**config.mk**
```make
export PLATFORM = sky130hd
export DESIGN_NAME = seq_setup_regs
export DESIGN_NICKNAME = d
export VERILOG_FILES = /design/src/rtl/seq_setup_pkg.sv /design/src/rtl/seq_setup_regs.sv
export SDC_FILE = /design/constraint.sdc
export NUM_CORES = 1
export LEC_CHECK = 0
export ABC_AREA = 1
export BUFFER_PORTS_ARGS = -buffer_cell sky130_fd_sc_hd__buf_2
export CORE_UTILIZATION = 45
export CTS_CLUSTER_SIZE = 28
export DETAILED_ROUTE_END_ITERATION = 8
export PLACE_DENSITY = 0.65
export SLEW_MARGIN = 20
export SYNTH_ARGS = -nofsm -noshare
export SYNTH_HDL_FRONTEND = slang
export SYNTH_SLANG_ARGS = --single-unit
```
**constraint.sdc**
```tcl
create_clock -name clk_i -period 10.85 [get_ports clk_i]
set_clock_uncertainty 0.15 [all_clocks]
set_input_delay 2.7125 -clock clk_i [delete_from_list [all_inputs] [get_ports clk_i]]
set_output_delay 2.7125 -clock clk_i [all_outputs]
set_load 0.02 [all_outputs]
```
**src/rtl/seq_setup_pkg.sv**
```systemverilog
// Package for the sequencer setup register block.
// Assumes byte-wide registers behind a classic 32-bit Wishbone slave.
package seq_setup_pkg;
  // ----------------------------------------------------------------
  // Register indices (byte address is four times the index)
  // ----------------------------------------------------------------
  localparam logic [7:0] IDX_SECTOR_MULTIPLIER = 8'h13;
  localparam logic [7:0] IDX_TARGET_CYL_HIGH = 8'h14;
  localparam logic [7:0] IDX_TARGET_CYL_LOW = 8'h15;
  localparam logic [7:0] IDX_TARGET_HEAD = 8'h16;
  localparam logic [7:0] IDX_TARGET_SECTOR = 8'h17;
  localparam logic [7:0] IDX_BUFFER_BYTE_PORT = 8'h18;
  localparam logic [7:0] IDX_START_RESTART_STATE = 8'h19;
  localparam logic [7:0] IDX_LOOP_STATE_BANK = 8'h1A;
  localparam logic [7:0] IDX_BIT_RING_PARITY_CTL = 8'h1B;
  // Own registers
  localparam logic [7:0] IDX_CRC_ECC_CONTROL = 8'h1C;
  localparam logic [7:0] IDX_CONFIG_CONTROL = 8'h1D;
  localparam logic [7:0] IDX_PERIPHERAL_FETCH_READ = 8'h0F;
  localparam logic [7:0] IDX_SEQUENCER_STATUS = 8'h20;
  localparam logic [7:0] IDX_EXTENDED_STATUS = 8'h21;
  localparam logic [7:0] IDX_SECTOR_SIZE = 8'h22;
  localparam logic [7:0] IDX_FMT_RAM_DATA = 8'h23;
  localparam logic [7:0] IDX_SEQ_STATE = 8'h24;
  // ----------------------------------------------------------------
  // Field positions
  // ----------------------------------------------------------------
  localparam int XFER_ENABLE_BIT = 5;   // crc_ecc_control
  localparam int FLAG_BYTE_MODE_BIT = 2; // config_control
  localparam int PARITY_EN_BIT = 4;
  localparam int ABORT_PARITY_BIT = 5;
  localparam int ABORT_OVUN_BIT = 6;
  localparam int SWAP_ID_BIT = 7;
  localparam int BANK_BIT = 4;
  localparam int EXT_NONZERO_BIT = 7;   // sequencer_status
  localparam int EXT_DRIVE_OVUN_BIT = 0;
  localparam int EXT_MICRO_OVUN_BIT = 1;
  // ----------------------------------------------------------------
  // Reset values and timing
  // ----------------------------------------------------------------
  localparam logic [7:0] RST_BIT_RING = 8'h03;
  localparam logic [7:0] RST_START_RESTART = 8'h33;
  localparam logic [7:0] RST_LOOP_STATE = 8'h0E;
  localparam logic [7:0] RST_ZERO = 8'h00;
  localparam int CLK_MHZ = 100;
  localparam int DMA_TIMEOUT_NS = 2000;
  localparam int DMA_TIMEOUT_CYC = (DMA_TIMEOUT_NS * CLK_MHZ) / 1000;
  localparam int GRP_STROBE_NS = 100;
  localparam int GRP_STROBE_CYC = (GRP_STROBE_NS * CLK_MHZ + 999) / 1000;
  // ----------------------------------------------------------------
  // Types
  // ----------------------------------------------------------------
  typedef struct packed {
    logic [7:0] cyl_high;
    logic [7:0] cyl_low;
    logic [7:0] head;
    logic [7:0] sector;
  } id_header_t;
  typedef enum logic [1:0] {
    PORT_IDLE = 2'b00,
    PORT_STROBE = 2'b01,
    PORT_REQ = 2'b11
  } port_state_t;
endpackage : seq_setup_pkg

```
**src/rtl/seq_setup_regs.sv**
```systemverilog
// Setup and transfer registers of the disk data sequencer.
// Assumes a classic Wishbone master, a DMA controller on channel 0 and a
// sequencer core that supplies ID bytes, state advances and error events.
`timescale 1ns/1ps
// Functional notes
// - Sector size is count times multiplier plus one
// - Count byte zero means 256 bytes
// - Compare target IDs with first four header bytes
// - Head compare low nibble or full byte
// - Sector number increments after valid data field
// - Byte port write latches byte, requests DMA
// - Unanswered request sets overrun and nonzero status
// - Peripheral transfer needs transfer enable bit
// - Peripheral read pulses strobe, then DMA write
// - Start at low nibble, restart at high
// - Sixteen states, each at its RAM address
// - State repeats count; data field times multiplier plus one
// - Start/restart value addresses format RAM
// - Loop state nibble selects jump-back state
// - Bit 4 selects format RAM bank
// - Bit ring nibble sets sync offset, init 03h
// - Parity mode merges overruns, bit 1 parity
// - Abort on parity when bits 4 and 5 set
// - Abort on overrun when bit 6 set
// - Bit 7 swaps ID bytes 3 and 4
module seq_setup_regs
  import seq_setup_pkg::*;
#(
  parameter int DMA_TIMEOUT = DMA_TIMEOUT_CYC,
  parameter int STROBE_LEN = GRP_STROBE_CYC
) (
  input wire logic clk_i,             // System clock
  input wire logic rst_i,             // Synchronous reset
  input wire logic cyc_i,             // Wishbone cycle
  input wire logic stb_i,             // Wishbone strobe
  input wire logic we_i,              // Wishbone write enable
  input wire logic [9:0] adr_i,       // Wishbone byte address
  input wire logic [3:0] sel_i,       // Wishbone byte selects
  input wire logic [31:0] dat_i,      // Wishbone write data
  output logic [31:0] dat_o,          // Wishbone read data
  output logic ack_o,                 // Wishbone acknowledge
  input wire logic [7:0] periph_data_i, // Peripheral bus byte
  output logic group_read_strobe_n_o, // Peripheral read strobe
  output logic dma_ch0_request_o,     // DMA channel 0 request
  input wire logic dma_ch0_acknowledge_i, // DMA channel 0 acknowledge
  output logic buf_we_o,              // Buffer write strobe
  output logic [7:0] buf_data_o,      // Buffer write byte
  input wire logic cmd_start_i,       // Command begins
  input wire logic byte_tick_i,       // One byte time elapsed
  input wire logic id_valid_i,        // Header bytes valid
  input wire id_header_t id_disk_i,   // Header read from disk
  input wire logic data_field_done_i, // Valid data field finished
  input wire logic drive_ovun_i,      // Drive data overrun event
  input wire logic parity_err_i,      // Buffer parity error event
  output logic id_match_o,            // Header matches target
  output logic [3:0] seq_state_o,     // Current sequencer state
  output logic [7:0] state_value_o,   // Value byte of state
  output logic cmd_abort_o,           // Abort running command
  output logic [3:0] bit_ring_o       // Sync to byte clock offset
);
  // ----------------------------------------------------------------
  // Registers
  // ----------------------------------------------------------------
  logic [7:0] sector_multiplier_q;
  id_header_t target_q;
  logic [7:0] buffer_byte_port_q;
  logic [7:0] start_restart_state_q;
  logic [7:0] loop_state_bank_q;
  logic [7:0] bit_ring_parity_ctl_q;
  logic [7:0] crc_ecc_control_q;
  logic [7:0] config_control_q;
  logic [7:0] ext_status_q;
  logic [7:0] fmt_ram_q [64];
  port_state_t port_q;
  logic [15:0] port_cnt_q;
  logic [3:0] state_q;
  logic [15:0] rep_q;
  logic busy_q;
  logic ack_q;
  logic [31:0] rdat_q;
  logic id_match_q;
  logic abort_q;
  logic [7:0] value_q;

  // ----------------------------------------------------------------
  // Bus decode
  // ----------------------------------------------------------------
  wire logic [7:0] idx = adr_i[9:2];
  wire logic req = cyc_i & stb_i & ~ack_q;
  wire logic wr = req & we_i & sel_i[0];
  wire logic rd = req & ~we_i;
  wire logic wr_mult = wr & (idx == IDX_SECTOR_MULTIPLIER);
  wire logic wr_cylh = wr & (idx == IDX_TARGET_CYL_HIGH);
  wire logic wr_cyll = wr & (idx == IDX_TARGET_CYL_LOW);
  wire logic wr_head = wr & (idx == IDX_TARGET_HEAD);
  wire logic wr_sect = wr & (idx == IDX_TARGET_SECTOR);
  wire logic wr_port = wr & (idx == IDX_BUFFER_BYTE_PORT);
  wire logic wr_srs = wr & (idx == IDX_START_RESTART_STATE);
  wire logic wr_loop = wr & (idx == IDX_LOOP_STATE_BANK);
  wire logic wr_ring = wr & (idx == IDX_BIT_RING_PARITY_CTL);
  wire logic wr_crc = wr & (idx == IDX_CRC_ECC_CONTROL);
  wire logic wr_cfg = wr & (idx == IDX_CONFIG_CONTROL);
  wire logic wr_ram = wr & (idx == IDX_FMT_RAM_DATA);
  wire logic rd_ext = rd & (idx == IDX_EXTENDED_STATUS);
  wire logic rd_fetch = rd & (idx == IDX_PERIPHERAL_FETCH_READ);

  // ----------------------------------------------------------------
  // Derived controls
  // ----------------------------------------------------------------
  wire logic parity_en = bit_ring_parity_ctl_q[PARITY_EN_BIT];
  wire logic bank = loop_state_bank_q[BANK_BIT];
  // Format RAM: bank, address, byte of pair (0 value, 1 count)
  wire logic [5:0] load_addr = {bank, start_restart_state_q[3:0], dat_i[8]};
  wire logic [5:0] val_addr = {bank, state_q, 1'b0};
  wire logic [5:0] cnt_addr = {bank, state_q, 1'b1};
  wire logic [8:0] field_cnt = (fmt_ram_q[cnt_addr] == 8'h00) ? 9'd256
                               : {1'b0, fmt_ram_q[cnt_addr]};
  wire logic [8:0] mult_p1 = {1'b0, sector_multiplier_q} + 9'd1;
  wire logic [17:0] prod = field_cnt * mult_p1;
  wire logic [16:0] sector_size = prod[16:0];
  wire logic is_data_state = (state_q == start_restart_state_q[7:4]) ? 1'b0
                             : (state_q == loop_state_bank_q[3:0] - 4'd1);
  // Repeat length: count, or count times (multiplier plus one) for data field
  wire logic [15:0] rep_len = is_data_state ? sector_size[15:0] - 16'd1
                              : 16'(field_cnt - 9'd1);
  wire logic state_done = byte_tick_i & (rep_q == rep_len);
  wire logic at_loop = state_q == loop_state_bank_q[3:0];
  wire logic [3:0] next_state = at_loop ? start_restart_state_q[7:4]
                                : state_q + 4'd1;
  // ID compare with optional byte swap and head nibble mode
  wire logic swap = bit_ring_parity_ctl_q[SWAP_ID_BIT];
  wire logic [7:0] disk_b2 = swap ? id_disk_i.sector : id_disk_i.head;
  wire logic [7:0] disk_b3 = swap ? id_disk_i.head : id_disk_i.sector;
  wire logic [7:0] head_mask = config_control_q[FLAG_BYTE_MODE_BIT] ? 8'hFF
                               : 8'h0F;
  wire logic match = (id_disk_i.cyl_high == target_q.cyl_high)
                   & (id_disk_i.cyl_low == target_q.cyl_low)
                   & (((disk_b2 ^ target_q.head) & head_mask) == 8'h00)
                   & (disk_b3 == target_q.sector);
  // Overrun and parity events into extended status
  wire logic micro_ovun = (port_q == PORT_REQ) & ~dma_ch0_acknowledge_i
                          & (port_cnt_q == 16'(DMA_TIMEOUT));
  wire logic ovun_any = micro_ovun | drive_ovun_i;
  wire logic [7:0] ext_set = parity_en
    ? {6'h00, parity_err_i, ovun_any}
    : {6'h00, micro_ovun, drive_ovun_i};
  wire logic abort_ev = (ovun_any & bit_ring_parity_ctl_q[ABORT_OVUN_BIT])
    | (parity_en & parity_err_i & bit_ring_parity_ctl_q[ABORT_PARITY_BIT]);
  wire logic fetch_ok = rd_fetch & crc_ecc_control_q[XFER_ENABLE_BIT];

  // Read multiplexer
  logic [7:0] rbyte;
  always_comb begin
    unique case (idx)
      IDX_SECTOR_MULTIPLIER: rbyte = sector_multiplier_q;
      IDX_TARGET_CYL_HIGH: rbyte = target_q.cyl_high;
      IDX_TARGET_CYL_LOW: rbyte = target_q.cyl_low;
      IDX_TARGET_HEAD: rbyte = target_q.head;
      IDX_TARGET_SECTOR: rbyte = target_q.sector;
      IDX_START_RESTART_STATE: rbyte = start_restart_state_q;
      IDX_LOOP_STATE_BANK: rbyte = loop_state_bank_q;
      IDX_BIT_RING_PARITY_CTL: rbyte = bit_ring_parity_ctl_q;
      IDX_CRC_ECC_CONTROL: rbyte = crc_ecc_control_q;
      IDX_CONFIG_CONTROL: rbyte = config_control_q;
      IDX_SEQUENCER_STATUS: rbyte = {(ext_status_q != 8'h00), 7'h00};
      IDX_EXTENDED_STATUS: rbyte = ext_status_q;
      IDX_SECTOR_SIZE: rbyte = sector_size[7:0];
      IDX_SEQ_STATE: rbyte = {3'h0, busy_q, state_q};
      default: rbyte = 8'h00;
    endcase
  end

  // ----------------------------------------------------------------
  // Bus answer: registered ack one cycle after request, one wait state
  // ----------------------------------------------------------------
  always_ff @(posedge clk_i) begin
    if (rst_i) begin
      ack_q <= 1'b0;
      rdat_q <= 32'h0000_0000;
    end else begin
      ack_q <= req;
      rdat_q <= {24'h00_0000, rbyte};
    end
  end

  // Software registers hold until rewritten
  always_ff @(posedge clk_i) begin
    if (rst_i) begin
      sector_multiplier_q <= RST_ZERO;
      start_restart_state_q <= RST_START_RESTART;
      loop_state_bank_q <= RST_LOOP_STATE;
      bit_ring_parity_ctl_q <= RST_BIT_RING;
      crc_ecc_control_q <= RST_ZERO;
      config_control_q <= RST_ZERO;
    end else begin
      if (wr_mult) sector_multiplier_q <= dat_i[7:0];
      if (wr_srs) start_restart_state_q <= dat_i[7:0];
      if (wr_loop) loop_state_bank_q <= {3'h0, dat_i[4:0]};
      if (wr_ring) bit_ring_parity_ctl_q <= dat_i[7:0];
      if (wr_crc) crc_ecc_control_q <= dat_i[7:0];
      if (wr_cfg) config_control_q <= dat_i[7:0];
    end
  end

  // Target IDs; sector counts up after a valid data field
  always_ff @(posedge clk_i) begin
    if (rst_i) begin
      target_q <= '0;
    end else begin
      if (wr_cylh) target_q.cyl_high <= dat_i[7:0];
      if (wr_cyll) target_q.cyl_low <= dat_i[7:0];
      if (wr_head) target_q.head <= dat_i[7:0];
      if (wr_sect) target_q.sector <= dat_i[7:0];
      else if (data_field_done_i) target_q.sector <= target_q.sector + 8'd1;
    end
  end

  // Format RAM loading at start/restart address
  always_ff @(posedge clk_i) begin
    if (wr_ram) fmt_ram_q[load_addr] <= dat_i[7:0];
  end

  // Extended status: set wins over read-clear
  always_ff @(posedge clk_i) begin
    if (rst_i) begin
      ext_status_q <= RST_ZERO;
    end else if (rd_ext) begin
      ext_status_q <= ext_set;
    end else begin
      ext_status_q <= ext_status_q | ext_set;
    end
  end

  // ----------------------------------------------------------------
  // Byte port to buffer via DMA channel 0
  // ----------------------------------------------------------------
  always_ff @(posedge clk_i) begin
    if (rst_i) begin
      port_q <= PORT_IDLE;
      port_cnt_q <= 16'h0000;
      buffer_byte_port_q <= RST_ZERO;
      buf_we_o <= 1'b0;
    end else begin
      buf_we_o <= 1'b0;
      unique case (port_q)
        PORT_IDLE: begin
          port_cnt_q <= 16'h0000;
          if (wr_port) begin
            buffer_byte_port_q <= dat_i[7:0];
            port_q <= PORT_REQ;
          end else if (fetch_ok) begin
            port_q <= PORT_STROBE;
          end
        end
        PORT_STROBE: begin
          port_cnt_q <= port_cnt_q + 16'h0001;
          if (port_cnt_q == 16'(STROBE_LEN - 1)) begin
            buffer_byte_port_q <= periph_data_i;
            port_cnt_q <= 16'h0000;
            port_q <= PORT_REQ;
          end
        end
        PORT_REQ: begin
          if (port_cnt_q != 16'(DMA_TIMEOUT)) port_cnt_q <= port_cnt_q + 16'h0001;
          if (dma_ch0_acknowledge_i) begin
            buf_we_o <= 1'b1;
            port_q <= PORT_IDLE;
          end
        end
        default: port_q <= PORT_IDLE;
      endcase
    end
  end

  // ----------------------------------------------------------------
  // State walker through the sixteen format RAM states
  // ----------------------------------------------------------------
  always_ff @(posedge clk_i) begin
    if (rst_i) begin
      state_q <= 4'h0;
      rep_q <= 16'h0000;
      busy_q <= 1'b0;
      id_match_q <= 1'b0;
      abort_q <= 1'b0;
      value_q <= RST_ZERO;
    end else begin
      abort_q <= abort_ev;
      value_q <= fmt_ram_q[val_addr];
      if (id_valid_i) id_match_q <= match;
      if (cmd_start_i) begin
        state_q <= start_restart_state_q[3:0];
        rep_q <= 16'h0000;
        busy_q <= 1'b1;
      end else if (abort_ev) begin
        busy_q <= 1'b0;
      end else if (busy_q && byte_tick_i) begin
        rep_q <= state_done ? 16'h0000 : rep_q + 16'h0001;
        if (state_done) state_q <= next_state;
      end
    end
  end

  // Output drive from flops
  assign dat_o = rdat_q;
  assign ack_o = ack_q;
  assign group_read_strobe_n_o = ~(port_q == PORT_STROBE);
  assign dma_ch0_request_o = (port_q == PORT_REQ);
  assign buf_data_o = buffer_byte_port_q;
  assign id_match_o = id_match_q;
  assign seq_state_o = state_q;
  assign state_value_o = value_q;
  assign cmd_abort_o = abort_q;
  assign bit_ring_o = bit_ring_parity_ctl_q[3:0];
endmodule : seq_setup_regs

```
==> results.json <==
{
  "status": "finished, final reports clean",
  "yosysTopAreaCellShare_pct": 49.3,
  "h-tree-depth": 3,
  "ios": 160,
  "grt_pass1_wl_um": 127000,
  "gr-usage-all-layers_pct": 23.4,
  "insertedDiodeCount": 0,
  "dpl.cell_count": 4078,
  "final.min_clock_period_ps": 9110,
  "fp.dieH_um": 265,
  "worst_ir_drop_vdd_mv": 0.195,
  "worstPathArrival_ps": 9420,
  "first_pass_iters": 5,
  "setup-violations-final": 0,
  "rr_startpoint": "seq_state_o[0]$_SDFFE_PP0P_",
  "final_area_mm2": 0.0345,
  "dieArea_mm2": 0.0703,
  "die_w_um": 265,
  "max_freq_ghz": 0.110,
  "clk_path_buf_depth": 3,
  "post_cts_resized": 0,
  "p_leak_nw": 12.6,
  "finalHoldViolCount": 0,
  "crit_type": "reg -> reg",
  "path_clk_slew_ps": 60,
  "slowest_delay_ps": 670,
  "yosysSeqAreaShare_pct": 58.7,
  "cts_tree": "yes",
  "crit_path_max_fanout": 112,
  "layout.cells.non_filler": 4203,
  "drt_iter0_drc": 2196,
  "worst_pin_slew_ps": 992,
  "start_util_pct": 45.5,
  "wire_per_inst_um": 19.7,
  "startpoint_type": "flop",
  "cts_buffers": 70,
  "cts-root-buf": "clkbuf_16",
  "antenna_found_initial": 0,
  "placementRows": 96,
  "post-route-period-util_pct": 83.9,
  "ys.flop_type": "edfxtp_1",
  "syn_avg_cell_area_um2": 9.84,
  "setup_tns_ps": 0,
  "critPathMostFrequentCell": "nand2_1",
  "grt_overflow": 0,
  "cap_violations": 0,
  "timing.hold.ws_ps": 319,
  "postSynthCellCount": 3167,
  "slew_headroom_pct": 33.6,
  "drc": 0,
  "grt_max_degree": 157,
  "mostFrequentLayoutCells": "nand2_1 (580), edfxtp_1 (512), nor2_1 (436)",
  "synth_edf_count": 512,
  "num_vias": 23171,
  "gp_congestion": 0.933,
  "drv_slew": 0,
  "cp_slowest_cell": "inv_6",
  "drtAntennaViolNets": 0,
  "synth_cell_types": 54,
  "hp-class": "reg -> reg",
  "finalWirelength_um": 82800,
  "netlist_area_mm2": 0.0312,
  "coreArea_mm2": 0.0686,
  "place.detailed.hpwl_um": 51000,
  "rsz0062_at_grt": "false",
  "clock-sinks": 658,
  "cts_hold_buf": 0,
  "placedInstanceArea_mm2": 0.0323,
  "postSynth.asyncResetShare_pct": 0,
  "synth.largest_area_cell": "edfxtp_1",
  "final_common_cell": "nand2_1",
  "portBuffers": 107,
  "area_growth_pct": 10.6,
  "clk_latency_ps": 610,
  "post-route-util_pct": 50.3,
  "cp-end-kind": "flop",
  "cp-startpoint": "seq_state_o[0]$_SDFFE_PP0P_",
  "synthTopCellsByArea": "edfxtp_1 (49%), dfxtp_1 (9.4%), nand2_1 (7.0%), nor2_1 (5.2%), o21ai_0 (4.4%)",
  "fillCellCount": 6197,
  "via_per_inst": 5.51,
  "post_cts_buffers": 0,
  "min_from": "id_match_o$_SDFFE_PP0P_",
  "p_per_area_mw_per_mm2": 161,
  "drive_above_1_share_pct": 7.70,
  "synth_warnings": 0,
  "ys_ff_latch": 658,
  "critPathRequiredTime_ps": 11160,
  "grt_pass1_vias": 21962,
  "finalNetCount": 3408
}
## final timing paths
check | cells past startpoint | slack [ps] | to
max | 44 | 1740 | rep_q[9]$_SDFFE_PP0P_
min | 2 | 320 | id_match_o$_SDFFE_PP0P_
max reg2reg | 44 | 1740 | rep_q[9]$_SDFFE_PP0P_
min reg2reg | 2 | 320 | id_match_o$_SDFFE_PP0P_
## layout make-up
| cell class | instances | area (um^2) | share of cell area, % |
|---|---|---|---|
| clock buffers | 96 | 1940 | 5.64 |
| clock inverters | 29 | 225 | 0.653 |
| inverters | 248 | 938 | 2.72 |
| multi-input cells | 2107 | 11100 | 32.3 |
| flip-flops and latches | 658 | 18300 | 53.1 |
| well taps | 931 | 1160 | 3.38 |
| repair buffers | 134 | 753 | 2.18 |
## cells in the mapped netlist (3+ instances only)
master / n
o311ai_0: 3
a221oi_1: 21
buf_2: 22
o21ai_0: 272
nand2_1: 580
inv_1: 238
fa_1: 49
nor4_1: 7
a22o_1: 4
o21ai_1: 4
buf_4: 36
inv_2: 4
dfxtp_1: 146
o221ai_1: 60
xor2_1: 40
nor2_1: 436
o22ai_1: 28
nand3b_1: 5
nand4_1: 20
o211ai_1: 13
clkinv_1: 6
a2111oi_0: 4
nor2_2: 3
buf_6: 8
o2111ai_1: 5
a211oi_1: 5
o31ai_1: 5
nand3_1: 266
clkbuf_1: 102
buf_1: 9
xnor2_1: 19
nor3_1: 37
edfxtp_1: 512
a21oi_1: 89
or2_2: 4
a31oi_1: 28
nor3b_1: 4
ha_1: 42
nand2_2: 8
a21o_1: 3
## registers in the layout, summed over array words and instances (netlist names), 2 cells and up
name / cells
target_q: 32
buf_data_o: 8
port_q: 2
bit_ring_parity_ctl_q: 8
ext_status_q: 2
config_control_q: 8
seq_state_o: 4
crc_ecc_control_q: 8
rep_q: 16
port_cnt_q: 16
sector_multiplier_q: 8
loop_state_bank_q: 5
dat_o: 8
start_restart_state_q: 8
fmt_ram_q: 512
state_value_o: 8
## report_power, final
| group | internal (mW) | switching [mW] |
|---|---|---|
| clock | 1.33 | 0.972 |
| combinational | 0.138 | 0.372 |
| sequential | 2.74 | 0.0224 |
| total | 4.20 | 1.37 |
## worst max-delay path, delay by kind of cell, from the launching register on
family / cells / cell delay [ps]
compound gates: 2 / 380
buf+inv: 9 / 2050
xor+xnor: 1 / 290
fa+ha+maj: 5 / 2260
flops: 1 / 510
simple gates: 27 / 3170
## per-layer routing
layer  share of wire (%)  wire length [um]  global-route usage (%)
met5                   0                 0                       0
met4                 2.7              2250                    8.31
met3                 6.7              5510                    3.42
met2                  47             38600                    37.8
met1                  44             36400                    32.1
## logic make-up after synthesis
family / share of synthesized area, %
adders and majority gates: 4.83
and+or+nand+nor: 18.4
xor gates and xnor gates: 1.66
AOI/OAI and AO/OA: 10.6
buffers and inverters: 5.83
other: 0.0120
DFF: 58.7
## per-stage QoR
stage          power (mW)  setup slack, ps
2_1_floorplan        3.14             3500
3_3_place_gp         3.31             1830
3_5_place_dp         3.32             1830
4_1_cts              5.59             1810
5_1_grt              5.75             1060
6_report             5.57             1740
(Power assumes the default switching activity.)
